$ cat config.mk
export PLATFORM = sky130hd
export DESIGN_NAME = tpm_core
export DESIGN_NICKNAME = d
export VERILOG_FILES = /design/src/logic/tpm_pkg.sv /design/src/logic/tpm_prescale.sv /design/src/logic/tpm_core.sv
export VERILOG_INCLUDE_DIRS = /design/src /design/src/logic
export SDC_FILE = /design/constraint.sdc
export NUM_CORES = 1
export LEC_CHECK = 0
export BUFFER_PORTS_ARGS = -buffer_cell sky130_fd_sc_hd__buf_4
export CAP_MARGIN = 20
export CORE_MARGIN = 8
export CORE_UTILIZATION = 36
export CTS_CLUSTER_SIZE = 25
export DETAILED_ROUTE_END_ITERATION = 16
export MAX_ROUTING_LAYER = met4
export SYNTH_ARGS = -nofsm -noshare
export SYNTH_HDL_FRONTEND = slang
export SYNTH_SLANG_ARGS = --single-unit
$ cat constraint.sdc
create_clock -name mclk -period 8 [get_ports mclk]
set_input_delay 0.4 -clock mclk [delete_from_list [all_inputs] [get_ports mclk]]
set_output_delay 0.4 -clock mclk [all_outputs]
set_load 0.03 [all_outputs]
$ cat src/logic/tpm_defines.svh
// constants for the three-phase motor pwm block
`ifndef TPM_DEFINES_SVH
`define TPM_DEFINES_SVH
`define TPM_W            16
`define TPM_ZERO         16'h0000
`define TPM_ONE          16'h0001
`define TPM_MODE_W       4
`define TPM_MODE_RSYNC   4'h8
`define TPM_MODE_COMP    4'hD
`define TPM_CLR_W        3
`define TPM_CLR_PERIOD   3'h1
`define TPM_PSC_W        3
`define TPM_DIV_W        14
`define TPM_SEL_W        3
`define TPM_SEL_CH3      3'h0
`define TPM_SEL_CH4      3'h1
`define TPM_SEL_SUB      3'h2
`define TPM_SEL_PER      3'h3
`define TPM_SEL_CYC      3'h4
`define TPM_SEL_DT       3'h5
`define TPM_SEL_DUTY     3'h6
`define TPM_PHASES       3
`define TPM_POS_MASK     6'h0D
`define TPM_NEG_MASK     6'h32
`endif

$ cat src/logic/tpm_pkg.sv
// types for the three-phase motor pwm block
`default_nettype none
package tpm_pkg;
   typedef enum logic [2:0] {
      TPM_IDLE  = 3'b001,
      TPM_RSYNC = 3'b010,
      TPM_COMP  = 3'b100
   } tpm_mode_t;
endpackage
`default_nettype wire

$ cat src/logic/tpm_prescale.sv
// count-clock enable generator with prescaler and edge select
`timescale 1ns/1ps
`default_nettype none
`include "tpm_defines.svh"
module tpm_prescale
   import tpm_pkg::*;
(
   // clock and reset
   input  wire logic                  mclk,
   input  wire logic                  srst,
   // selection
   input  wire logic [`TPM_PSC_W-1:0] prescaler_select,
   input  wire logic                  clock_edge_sel_hi,
   input  wire logic                  clock_edge_sel_lo,
   // count enable
   output logic                       count_en
);
   logic [`TPM_DIV_W-1:0] div_reg;
   logic                  tap;
   logic                  tap_reg;
   logic                  rise;
   logic                  fall;
   logic                  pick;

   // divide by 2,4,16,64,... ; tap is a square wave of the chosen rate
   assign tap  = (prescaler_select == 3'h0) ? div_reg[0] :
                 div_reg[{prescaler_select[2:0], 1'b0} - 4'h1];
   assign rise = tap & ~tap_reg;
   assign fall = ~tap & tap_reg;
   assign pick = clock_edge_sel_hi ? (rise | fall) : (clock_edge_sel_lo ? fall : rise);

   always_ff @(posedge mclk)
   begin
      if (srst)
      begin
         div_reg  <= '0;
         tap_reg  <= 1'b0;
         count_en <= 1'b0;
      end
      else
      begin
         div_reg  <= div_reg + `TPM_DIV_W'(1);
         tap_reg  <= tap;
         count_en <= pick;
      end
   end
endmodule
`default_nettype wire

$ cat src/logic/tpm_core.sv
// three-phase motor pwm: reset-synchronized and complementary modes
`timescale 1ns/1ps
`default_nettype none
`include "tpm_defines.svh"
module tpm_core
   import tpm_pkg::*;
(
   // clock and reset
   input  wire logic                   mclk,
   input  wire logic                   srst,
   // register write port
   input  wire logic                   wr_en,
   input  wire logic [`TPM_SEL_W-1:0]  wr_sel,
   input  wire logic [1:0]             wr_phase,
   input  wire logic [`TPM_W-1:0]      wr_data,
   input  wire logic                   timer_access_enable,
   // buffer registers, always writable
   input  wire logic [`TPM_W-1:0]      period_buffer_reg,
   input  wire logic [`TPM_W-1:0]      cycle_buffer_reg,
   input  wire logic [`TPM_W-1:0]      phase1_duty_buffer,
   input  wire logic [`TPM_W-1:0]      phase2_duty_buffer,
   input  wire logic [`TPM_W-1:0]      phase3_duty_buffer,
   // control
   input  wire logic                   ch3_run_bit,
   input  wire logic                   ch4_run_bit,
   input  wire logic [`TPM_MODE_W-1:0] ch3_mode_field,
   input  wire logic [`TPM_CLR_W-1:0]  clear_source_select,
   input  wire logic [`TPM_PSC_W-1:0]  prescaler_select,
   input  wire logic                   clock_edge_sel_hi,
   input  wire logic                   clock_edge_sel_lo,
   input  wire logic                   period_toggle_enable,
   input  wire logic                   positive_level_select,
   input  wire logic                   negative_level_select,
   input  wire logic [5:0]             output_master_enable_reg,
   input  wire logic                   brushless_drive_enable,
   input  wire logic                   gate_direct_sel,
   input  wire logic [5:0]             gate_feedback_pattern,
   input  wire logic                   chop_clock,
   input  wire logic                   cutoff_pin,
   // readback
   input  wire logic [`TPM_SEL_W-1:0]  rd_sel,
   input  wire logic [1:0]             rd_phase,
   output logic [`TPM_W-1:0]           rd_data,
   // pins: {4d,4c,4b,4a,3d,3b}
   output logic [5:0]                  pwm_out,
   output logic [5:0]                  pwm_oe,
   output logic                        ch3_pin_a,
   output logic                        ch3_pin_a_oe
);
   tpm_mode_t           mode_reg;
   tpm_mode_t           mode_next;
   logic [`TPM_W-1:0]   ch3_counter, ch4_counter, deadtime_subcounter;
   logic [`TPM_W-1:0]   ch3_period_reg, cycle_data_reg, deadtime_reg;
   logic [`TPM_W-1:0]   duty_reg  [`TPM_PHASES];
   logic [`TPM_W-1:0]   temp_reg  [`TPM_PHASES];
   logic [`TPM_W-1:0]   dbuf      [`TPM_PHASES];
   logic                ch3_down_reg, ch4_down_reg;
   logic [2:0]          phase_reg;
   logic                toggle_reg;
   logic [2:0]          raw_pos, raw_neg;
   logic [1:0]          cut_sync_reg;
   logic [1:0]          chop_sync_reg;
   logic [5:0]          fb_sync1_reg, fb_sync2_reg;
   logic                count_en, run, acc;
   logic                per_match, rs_clear, comp_sel, rs_sel;
   logic                cy_top, cy_bot;
   logic [5:0]          raw_pins, gated, level_pins, pins_next, inact;

   assign dbuf[0] = phase1_duty_buffer;
   assign dbuf[1] = phase2_duty_buffer;
   assign dbuf[2] = phase3_duty_buffer;

   tpm_prescale u_prescale (
      .mclk              (mclk),
      .srst              (srst),
      .prescaler_select  (prescaler_select),
      .clock_edge_sel_hi (clock_edge_sel_hi),
      .clock_edge_sel_lo (clock_edge_sel_lo),
      .count_en          (count_en)
   );

   ////////////////////////////////////////////////////////////////////////
   // mode decode and counter control
   assign rs_sel    = (ch3_mode_field == `TPM_MODE_RSYNC);
   assign comp_sel  = (ch3_mode_field == `TPM_MODE_COMP);
   assign mode_next = comp_sel ? TPM_COMP : (rs_sel ? TPM_RSYNC : TPM_IDLE);
   assign run       = ch3_run_bit & ch4_run_bit & count_en;
   assign acc       = wr_en & timer_access_enable;
   assign per_match = (ch3_counter == ch3_period_reg);
   assign rs_clear  = per_match & (clear_source_select == `TPM_CLR_PERIOD);
   assign cy_top    = (ch4_counter == cycle_data_reg);
   assign cy_bot    = (ch4_counter == `TPM_ZERO);

   always_ff @(posedge mclk)
   begin
      if (srst)
      begin
         mode_reg            <= TPM_IDLE;
         ch3_counter         <= `TPM_ZERO;
         ch4_counter         <= `TPM_ZERO;
         deadtime_subcounter <= `TPM_ZERO;
         ch3_down_reg        <= 1'b0;
         ch4_down_reg        <= 1'b0;
         ch3_period_reg      <= `TPM_ZERO;
         cycle_data_reg      <= `TPM_ZERO;
         deadtime_reg        <= `TPM_ZERO;
      end
      else
      begin
         mode_reg <= mode_next;
         if (mode_next == TPM_COMP && mode_reg != TPM_COMP)
         begin
            ch3_period_reg <= period_buffer_reg;
            cycle_data_reg <= cycle_buffer_reg;
            ch3_counter    <= deadtime_reg;
            ch4_counter    <= `TPM_ZERO;
            ch3_down_reg   <= 1'b0;
            ch4_down_reg   <= 1'b0;
         end
         else if (acc && wr_sel == `TPM_SEL_CH3)
            ch3_counter <= wr_data;
         else if (acc && wr_sel == `TPM_SEL_CH4)
            ch4_counter <= wr_data;
         else if (run && mode_reg == TPM_RSYNC)
         begin
            ch3_counter <= rs_clear ? `TPM_ZERO : ch3_counter + `TPM_ONE;
            ch4_counter <= rs_clear ? `TPM_ZERO : ch4_counter + `TPM_ONE;
         end
         else if (run && mode_reg == TPM_COMP)
         begin
            // bounce between deadtime and period, zero and cycle
            if (!ch3_down_reg && per_match)
               ch3_down_reg <= 1'b1;
            else if (ch3_down_reg && ch3_counter == deadtime_reg)
               ch3_down_reg <= 1'b0;
            ch3_counter <= (ch3_down_reg ? (ch3_counter == deadtime_reg) : !per_match) ?
                           ch3_counter + `TPM_ONE : ch3_counter - `TPM_ONE;
            if (!ch4_down_reg && cy_top)
               ch4_down_reg <= 1'b1;
            else if (ch4_down_reg && cy_bot)
               ch4_down_reg <= 1'b0;
            ch4_counter <= (ch4_down_reg ? cy_bot : !cy_top) ?
                           ch4_counter + `TPM_ONE : ch4_counter - `TPM_ONE;
            deadtime_subcounter <= ch4_down_reg ? ch4_counter : ch3_counter;
            // cycle update at the trough
            if (ch4_down_reg && cy_bot)
            begin
               ch3_period_reg <= period_buffer_reg;
               cycle_data_reg <= cycle_buffer_reg;
            end
         end
         if (acc && wr_sel == `TPM_SEL_PER)
            ch3_period_reg <= wr_data;
         if (acc && wr_sel == `TPM_SEL_CYC)
            cycle_data_reg <= wr_data;
         if (acc && wr_sel == `TPM_SEL_DT)
            deadtime_reg <= wr_data;
      end
   end

   ////////////////////////////////////////////////////////////////////////
   // per-phase duty, temporary register and waveform
   genvar g;
   generate
      for (g = 0; g < `TPM_PHASES; g++)
      begin : g_phase
         logic hit;
         assign hit = (ch3_counter == duty_reg[g]);
         always_ff @(posedge mclk)
         begin
            if (srst)
            begin
               duty_reg[g]  <= `TPM_ZERO;
               temp_reg[g]  <= `TPM_ZERO;
               phase_reg[g] <= 1'b0;
            end
            else
            begin
               if (!ch4_down_reg)
                  temp_reg[g] <= dbuf[g];
               if (mode_next == TPM_COMP && mode_reg != TPM_COMP)
                  duty_reg[g] <= dbuf[g];
               else if (acc && wr_sel == `TPM_SEL_DUTY && wr_phase == 2'(g))
                  duty_reg[g] <= wr_data;
               else if (run && mode_reg == TPM_COMP && ch4_down_reg && cy_bot)
                  duty_reg[g] <= temp_reg[g];
               if (run && mode_reg == TPM_RSYNC && (hit || rs_clear))
                  phase_reg[g] <= ~phase_reg[g];
               else if (run && mode_reg == TPM_COMP && hit)
                  phase_reg[g] <= ~ch3_down_reg;
               else if (mode_reg == TPM_IDLE)
                  phase_reg[g] <= 1'b0;
            end
         end
         assign raw_pos[g] = phase_reg[g] & !(mode_reg == TPM_COMP && ch4_down_reg && ch3_counter < deadtime_reg);
         assign raw_neg[g] = ~phase_reg[g] & (mode_reg != TPM_IDLE);
      end
   endgenerate

   // pin order {4d,4c,4b,4a,3d,3b}: negatives of phases 1..3 sit on 3d, 4c, 4d
   assign raw_pins = {raw_neg[2], raw_neg[1], raw_pos[2], raw_pos[1], raw_neg[0], raw_pos[0]};

   ////////////////////////////////////////////////////////////////////////
   // brushless gating, cutoff, levels, enables
   assign gated = !brushless_drive_enable ? raw_pins :
                  (gate_direct_sel ? fb_sync2_reg : (fb_sync2_reg & {6{chop_sync_reg[1]}}));
   assign inact      = (`TPM_POS_MASK & {6{~positive_level_select}}) |
                       (`TPM_NEG_MASK & {6{~negative_level_select}});
   assign level_pins = gated ^ inact;
   assign pins_next  = (cut_sync_reg[1] || mode_reg == TPM_IDLE) ? inact : level_pins;

   always_ff @(posedge mclk)
   begin
      if (srst)
      begin
         cut_sync_reg  <= 2'h0;
         chop_sync_reg <= 2'h0;
         fb_sync1_reg  <= 6'h00;
         fb_sync2_reg  <= 6'h00;
         pwm_out       <= 6'h00;
         pwm_oe        <= 6'h00;
         toggle_reg    <= 1'b0;
         ch3_pin_a     <= 1'b0;
         ch3_pin_a_oe  <= 1'b0;
         rd_data       <= `TPM_ZERO;
      end
      else
      begin
         cut_sync_reg  <= {cut_sync_reg[0], cutoff_pin};
         chop_sync_reg <= {chop_sync_reg[0], chop_clock};
         fb_sync1_reg  <= gate_feedback_pattern;
         fb_sync2_reg  <= fb_sync1_reg;
         pwm_out       <= pins_next;
         pwm_oe        <= (mode_reg != TPM_IDLE) ? output_master_enable_reg : 6'h00;
         if (run && mode_reg == TPM_COMP && ((!ch3_down_reg && per_match) || (ch4_down_reg && cy_bot)))
            toggle_reg <= ~toggle_reg;
         ch3_pin_a     <= toggle_reg;
         ch3_pin_a_oe  <= (mode_reg == TPM_COMP) && period_toggle_enable;
         unique case (rd_sel)
            `TPM_SEL_CH3:  rd_data <= timer_access_enable ? ch3_counter : `TPM_ZERO;
            `TPM_SEL_CH4:  rd_data <= timer_access_enable ? ch4_counter : `TPM_ZERO;
            `TPM_SEL_SUB:  rd_data <= deadtime_subcounter;
            `TPM_SEL_PER:  rd_data <= timer_access_enable ? ch3_period_reg : `TPM_ZERO;
            `TPM_SEL_CYC:  rd_data <= timer_access_enable ? cycle_data_reg : `TPM_ZERO;
            `TPM_SEL_DT:   rd_data <= timer_access_enable ? deadtime_reg : `TPM_ZERO;
            `TPM_SEL_DUTY: rd_data <= (timer_access_enable && rd_phase != 2'h3) ?
                                      duty_reg[rd_phase] : `TPM_ZERO;
            default:       rd_data <= `TPM_ZERO;
         endcase
      end
   end

   ////////////////////////////////////////////////////////////////////////
   // checks
   assert_mode_decode_a: assert property (@(posedge mclk) disable iff (srst)
      (ch3_mode_field == `TPM_MODE_RSYNC) |=> (mode_reg == TPM_RSYNC))
      else $error("reset-sync mode not selected");
   rs_clear_zero_a: assert property (@(posedge mclk) disable iff (srst)
      (run && mode_reg == TPM_RSYNC && rs_clear && !acc && mode_next == TPM_RSYNC) |=> (ch3_counter == `TPM_ZERO))
      else $error("counter not cleared on period match");
   rs_toggle_a: assert property (@(posedge mclk) disable iff (srst)
      (run && mode_reg == TPM_RSYNC && rs_clear) |=> (phase_reg[0] != $past(phase_reg[0])))
      else $error("output not toggled on clear");
   access_gate_a: assert property (@(posedge mclk) disable iff (srst)
      (wr_en && !timer_access_enable && wr_sel == `TPM_SEL_DT) |=> $stable(deadtime_reg))
      else $error("write passed while access disabled");
   cutoff_force_a: assert property (@(posedge mclk) disable iff (srst)
      cut_sync_reg[1] |=> (pwm_out[0] == $past(~positive_level_select)))
      else $error("cutoff not forcing inactive");
   oe_gate_a: assert property (@(posedge mclk) disable iff (srst)
      (mode_reg != TPM_IDLE) |=> (pwm_oe == $past(output_master_enable_reg)))
      else $error("pin enable mismatch");
   toggle_oe_a: assert property (@(posedge mclk) disable iff (srst)
      (mode_reg == TPM_COMP && !period_toggle_enable) |=> !ch3_pin_a_oe)
      else $error("toggle pin driven while disabled");
   comp_load_a: assert property (@(posedge mclk) disable iff (srst)
      (mode_next == TPM_COMP && mode_reg != TPM_COMP && !acc) |=> (ch3_counter == $past(deadtime_reg)))
      else $error("complementary start not at deadtime");
   ch4_bounce_a: assert property (@(posedge mclk) disable iff (srst)
      (run && mode_reg == TPM_COMP && !ch4_down_reg && cy_top && !acc && mode_next == TPM_COMP)
      |=> ch4_down_reg)
      else $error("channel 4 did not turn at cycle top");
endmodule
`default_nettype wire

==> qor.txt, run 1 <==
Power per cell area -> 201.9 nW/um^2
Post-DP HPWL -> 40600 um
Clock power share -> 0.380
Area contributors post-synth -> dfxtp_1, edfxtp_1, mux2i_1, nor2_1, nand2_1
Post-CTS setup buffers -> 0
Clk_skew -> 14.65 ps
Reg2Reg Depth -> 9
Top-count cell post-synth -> nor2_1
Clk buf depth -> 3
Core Region -> 41760 um^2
CP Launch Type -> flip-flop
Complex-gate fraction of the synthesized area -> 0.1722
IO Count -> 173
Vias/cell -> 5.786
Clock Sinks -> 263
Antenna viol nets, final -> 0
Routed WL -> 56900 um
CP Class -> reg2reg
Clk root buf -> clkbuf_16
Ys async rst share -> 0
Placer congestion estimate -> 0.9752
Comb power frac -> 0.187
Unrepaired setup endpoints after global routing -> no
Reg2reg setup slack -> 4120 ps
Commonest cells in the netlist -> nor2_1, nand2_1, dfxtp_1, clkbuf_1, mux2i_1
Max-slew headroom -> 0.3203
Cell taking the most area after synthesis -> dfxtp_1
IO Port Bufs -> 172
F_max -> 257.9 MHz
TritonCTS Buffers -> 31
Final period utilization -> 0.4847
Worst Hold Path Cells -> 2
Worst r2r dst -> ch3_counter[2]$_SDFFE_PP0P_
Die Y -> 221.0 um
CP Data Required Time -> 8520 ps
Worst hold-check path type -> in2reg
Hold endpoint -> pwm_oe[1]$_SDFF_PP0_
Fin Hold WS -> 28.60 ps
Utilization after layout -> 0.4245
Sw Ratio -> 0.2990
N_diodes -> 0
# rows -> 75
Die X -> 221.0 um
Initial DRC Count -> 1470
Via count -> 13677
CTS-repair resized insts -> 0
Status -> finished clean
Finished Layout Cells -> 2364
Largest net degree at the start of global routing -> 76
Register bit count reported by yosys -> 263
Syn. warnings -> 0
Initial antenna violation count -> 2
LEAKAGE -> 7.191 nW
Post-synthesis mux area share -> 0.08032
Maximum vdd drop -> 0.0001874 V
Post-synthesis adder-cell area fraction -> 0.02151
Arrival time at the worst endpoint -> 4390 ps
WL per Instance -> 24.07 um
Post-CTS Hold Buffers -> 0
DRC violations left -> 0
Synth-to-Final Area Change -> 17.20%
Cell-internal power -> 2.508 mW
All-Layer GR Usage -> 0.2286
Max cap viols -> 0
Cells after DPL -> 2306
Starting Density -> 0.3622
Register area share after synthesis -> 0.4116
DP Worst Slack -> 4201 ps
H-tree levels -> 1
Final slew viol count -> 0
Clock slew at reported path FFs -> 60 ps
Global-route wire length before repair -> 84810 um
Worst-margin pin slew -> 1018 ps
Total grt overflow -> 0
Min-delay src -> output_master_enable_reg[1]
Synthesized area -> 15130 um^2
P_sw -> 1.070 mW
Mapped Cells -> 1718
Critical path fanouts, max -> 15
Clock latency on the worst-skew pair -> 580 ps
Ys flop type -> dfxtp_1
Post-synth top area share -> 0.2210
Setup TNS -> 0 ps
# nets final -> 1971
Syn_area_per_cell -> 8.804 um^2
Synth Area in XOR/XNOR -> 0.05790
Crit end category -> flip-flop
Worst r2r src -> ch3_counter[0]$_SDFFE_PP0P_
Final hold violations -> 0
Pre-Repair DR Iteration Count -> 5
Synthesized net count -> 1887
Cell variety after synth -> 81
EDFF count, synth -> 96
Vias in the first global route -> 13453
Post-route setup slack -> 4122 ps
Die area -> 48830 um^2
Layout cells sized above 1 -> 0.1644
Simple-Gate Fraction of Synth Area -> 0.2075
Setup violators final -> 0
CTS tree -> yes
Final Critical Period -> 3878 ps
Seq pwr share -> 0.433
Largest family of logic cells by synthesized area -> simple AND/OR/NAND/NOR gates
[critical path, stage by stage, from the launching register on]
cell and delay [ps]:
dfxtp_1 810, inv_1 190, ha_1 340, nand4_1 110, o41ai_1 450, nand2b_1 240
o21a_1 720, mux2i_1 210, or4b_2 640, nand3_1 90
[routing by layer]
layer	global-route usage	routed length, um
met2	0.3638	26410
met1	0.2929	24360
met5	-	0
met4	0.08653	2182
met3	0.03280	3952
[worst max path at each step]
stage / startpoint / to / slack, ps / cells past startpoint
final: ch3_counter[0]$_SDFFE_PP0P_ / ch3_counter[2]$_SDFFE_PP0P_ / 4120 / 9
after floorplan: ch3_counter[0]$_SDFFE_PP0P_ / ch3_counter[8]$_SDFFE_PP0P_ / 5050 / 12
after global placement: ch3_counter[0]$_SDFFE_PP0P_ / ch3_counter[2]$_SDFFE_PP0P_ / 4300 / 9
after detailed placement: ch3_counter[0]$_SDFFE_PP0P_ / ch3_counter[2]$_SDFFE_PP0P_ / 4200 / 9
after CTS: ch3_counter[0]$_SDFFE_PP0P_ / ch3_counter[2]$_SDFFE_PP0P_ / 4150 / 9
after global routing: ch3_counter[12]$_SDFFE_PP0P_ / ch3_counter[1]$_SDFFE_PP0P_ / 3960 / 7
[power groups by stage]
stage | Sequential (mW) | Combinational (mW) | Clock [mW]
2_1_floorplan | 1.52 | 0.459 | 0
3_3_place_gp | 1.57 | 0.656 | 0
3_5_place_dp | 1.57 | 0.659 | 0
4_1_cts | 1.55 | 0.663 | 1.38
5_1_grt | 1.55 | 0.720 | 1.43
6_report | 1.55 | 0.671 | 1.36
[final cells by class]
type	count	area, um^2
flip-flops and latches	263	6226
well taps	539	674.4
inverters	36	135.1
repair buffers	201	1521
fillers	4124	24030
multi-input cells	1269	8209
clock inverters	11	92.59
clock buffers	45	868.3
[kinds of logic (layout without fill, tap and decap cells)]
| kind of cell | after synthesis | after routing |
|---|---|---|
| adder cells (fa/ha/maj) | 26 | 26 |
| flip-flops | 263 | 263 |
| XOR/XNOR | 100 | 100 |
| multiplexers | 118 | 118 |
| AO/OA/AOI/OAI | 383 | 383 |
| AND/OR/NAND/NOR | 642 | 642 |
| buffers and inverters | 186 | 293 |
[cell usage in the layout (no fill, tap or decap), types with 8 or more instances in the layout]
| cell type | count |
|---|---|
| dfxtp_1 | 167 |
| nor2b_1 | 31 |
| nand2_1 | 180 |
| xor2_1 | 73 |
| a21oi_1 | 78 |
| nor3_1 | 18 |
| a211oi_1 | 55 |
| mux2_2 | 17 |
| nor4_1 | 25 |
| or3_1 | 16 |
| nand4_1 | 21 |
| nand3_1 | 40 |
| mux2i_1 | 100 |
| clkbuf_16 | 31 |
| o211ai_1 | 12 |
| buf_4 | 200 |
| nand2b_1 | 8 |
| and2_1 | 62 |
| a221oi_1 | 13 |
| a31oi_1 | 9 |
| and3_1 | 11 |
| o21ai_0 | 60 |
| o22ai_1 | 34 |
| inv_1 | 35 |
| a22oi_1 | 58 |
| ha_1 | 26 |
| edfxtp_1 | 96 |
| xnor2_1 | 27 |
| nor2_1 | 181 |
[metrics by stage]
stage	power, mW	instance area [um^2]
floorplan	1.980	15130
global placement	2.227	16720
detailed placement	2.233	16750
CTS	3.592	17710
global route	3.704	17730
finish	3.578	17730
Power figures use the tool's default switching activity.
==> run 2, diff against run 1 <==
clock period = 3.5 ns   (was 8 ns; I/O delays follow)
==> qor.txt, run 2 (synthesized netlist as in run 1, its figures left out) <==
All-Layer GR Usage -> 0.2421
Clock slew at reported path FFs -> 60 ps
Slowest stage cell, crit path -> or4_4
Die area -> 48830 um^2
CP Data Required Time -> 3790 ps
Pre-Repair DR Iteration Count -> 5
Final Critical Period -> 3272 ps
Core Region -> 41760 um^2
Crit end category -> flip-flop
Clk_skew -> 22.41 ps
IO Count -> 173
WL per Instance -> 23.57 um
F_max -> 305.6 MHz
Final hold violations -> 0
Status -> finished clean
# nets final -> 2135
Power per cell area -> 438.1 nW/um^2
Comb power frac -> 0.218
Routed WL -> 59660 um
Synth-to-Final Area Change -> 27.31%
IO Port Bufs -> 172
CP Cell Sequence -> or4_4, or4_4, or3_4, nor2_2, nand2_1, o21ai_0, a211oi_1
Post-DP HPWL -> 42520 um
Max cap viols -> 0
Initial antenna violation count -> 1
Seq pwr share -> 0.410
Combined area of the multi-input logic cells -> 8195 um^2
P_sw -> 2.503 mW
CP most frequent cell -> or4_4
Initial DRC Count -> 1389
Placer congestion estimate -> 0.9661
TritonCTS Buffers -> 31
Fin Hold WS -> 21.20 ps
Critical path fanouts, max -> 16
Clk buf depth -> 3
Worst hold-check path type -> in2reg
CP Launch Type -> flip-flop
Clock latency on the worst-skew pair -> 580 ps
Worst-margin pin slew -> 1012 ps
Global-route wire length before repair -> 89920 um
DP Worst Slack -> 93.54 ps
Final period utilization -> 0.9349
Sw Ratio -> 0.2967
Total grt overflow -> 0
Max-slew headroom -> 0.3253
H-tree levels -> 1
Final slew viol count -> 0
# rows -> 75
Setup violators final -> 0
Maximum vdd drop -> 0.0003700 V
Clk root buf -> clkbuf_16
Die X -> 221.0 um
Vias/cell -> 5.680
Die Y -> 221.0 um
LEAKAGE -> 7.931 nW
Setup TNS -> 0 ps
Arrival time at the worst endpoint -> 3560 ps
CTS tree -> yes
Largest net degree at the start of global routing -> 65
Unrepaired setup endpoints after global routing -> no
Clock power share -> 0.372
Vias in the first global route -> 14379
CP Class -> reg2reg
Clock Sinks -> 263
DRC violations left -> 0
Via count -> 14377
Highest-count cells in the layout ignoring fill and taps -> buf_4, nand2_1, nor2_1, dfxtp_1, dlygate4sd3_1
Commonest non-fill, non-tap cell in the layout -> buf_4
Starting Density -> 0.3622
Sequential cell area -> 6226 um^2
Post-route setup slack -> 227.8 ps
Antenna viol nets, final -> 0
Layout cells sized above 1 -> 0.1718
CP max stage delay -> 600 ps
# fillers -> 3991
Cell-internal power -> 5.933 mW
-- run 2: critical path: cells and delay by family, from the launching register on --
| kind | cells | cell delay (ps) |
|---|---|---|
| DFF | 1 | 420 |
| AOI/OAI and AO/OA | 2 | 370 |
| and+or+nand+nor | 5 | 2170 |
-- run 2: final timing paths --
path	start	end	slack (ps)	cells past startpoint
setup / recovery	ch4_counter[8]$_SDFFE_PP0P_	duty_reg[2][2]$_SDFFCE_PN0P_	230	7
hold / removal	clock_edge_sel_lo	u_prescale.count_en$_SDFF_PP0_	20	3
setup reg to reg	ch4_counter[8]$_SDFFE_PP0P_	duty_reg[2][2]$_SDFFCE_PN0P_	230	7
hold reg to reg	fb_sync1_reg[1]$_SDFF_PP0_	fb_sync2_reg[1]$_SDFF_PP0_	430	1
-- run 2: area by class of cell --
class | count | area share
Multi-Input combinational cell | 1269 | 0.4256
Sequential cell | 263 | 0.3233
Timing Repair Buffer | 365 | 0.1580
Clock buffer | 49 | 0.04737
Tap cell | 539 | 0.03502
Inverter | 36 | 0.007017
Clock inverter | 9 | 0.003574
Antenna cell | 1 | 0.0001299
-- run 2: metal layers --
| layer | track usage | part of all wire |
|---|---|---|
| met4 | 0.1025 | 0.044 |
| met1 | 0.2988 | 0.41 |
| met2 | 0.3957 | 0.48 |
| met5 | - | 0 |
| met3 | 0.03254 | 0.069 |
-- run 2: timing repair --
action	4_1_cts	5_1_grt
gates resized for setup	0	1
hold buffers	116	0
hold endpoints to repair	164	0
endpoints found under the setup margin	0	1
buffers inserted	0	0
-- run 2: metrics by stage --
step           total power, mW  instances  instance area, um^2  utilization
2_1_floorplan            4.525       1718                15130            -
3_3_place_gp             5.195       2355                17090       0.4093
3_5_place_dp             5.216       2356                17110       0.4097
4_1_cts                  8.451       2530                19250       0.4610
5_1_grt                  8.737       2531                19260       0.4612
6_report                 8.436       2531                19260       0.4612
-- run 2: power by group through the flow --
stage	clock, mW	sequential (mW)	combinational, mW
4_1_cts	3.18	3.46	1.81
3_5_place_dp	0	3.53	1.69
6_report	3.14	3.46	1.84
5_1_grt	3.31	3.47	1.96
2_1_floorplan	0	3.48	1.05
3_3_place_gp	0	3.52	1.67
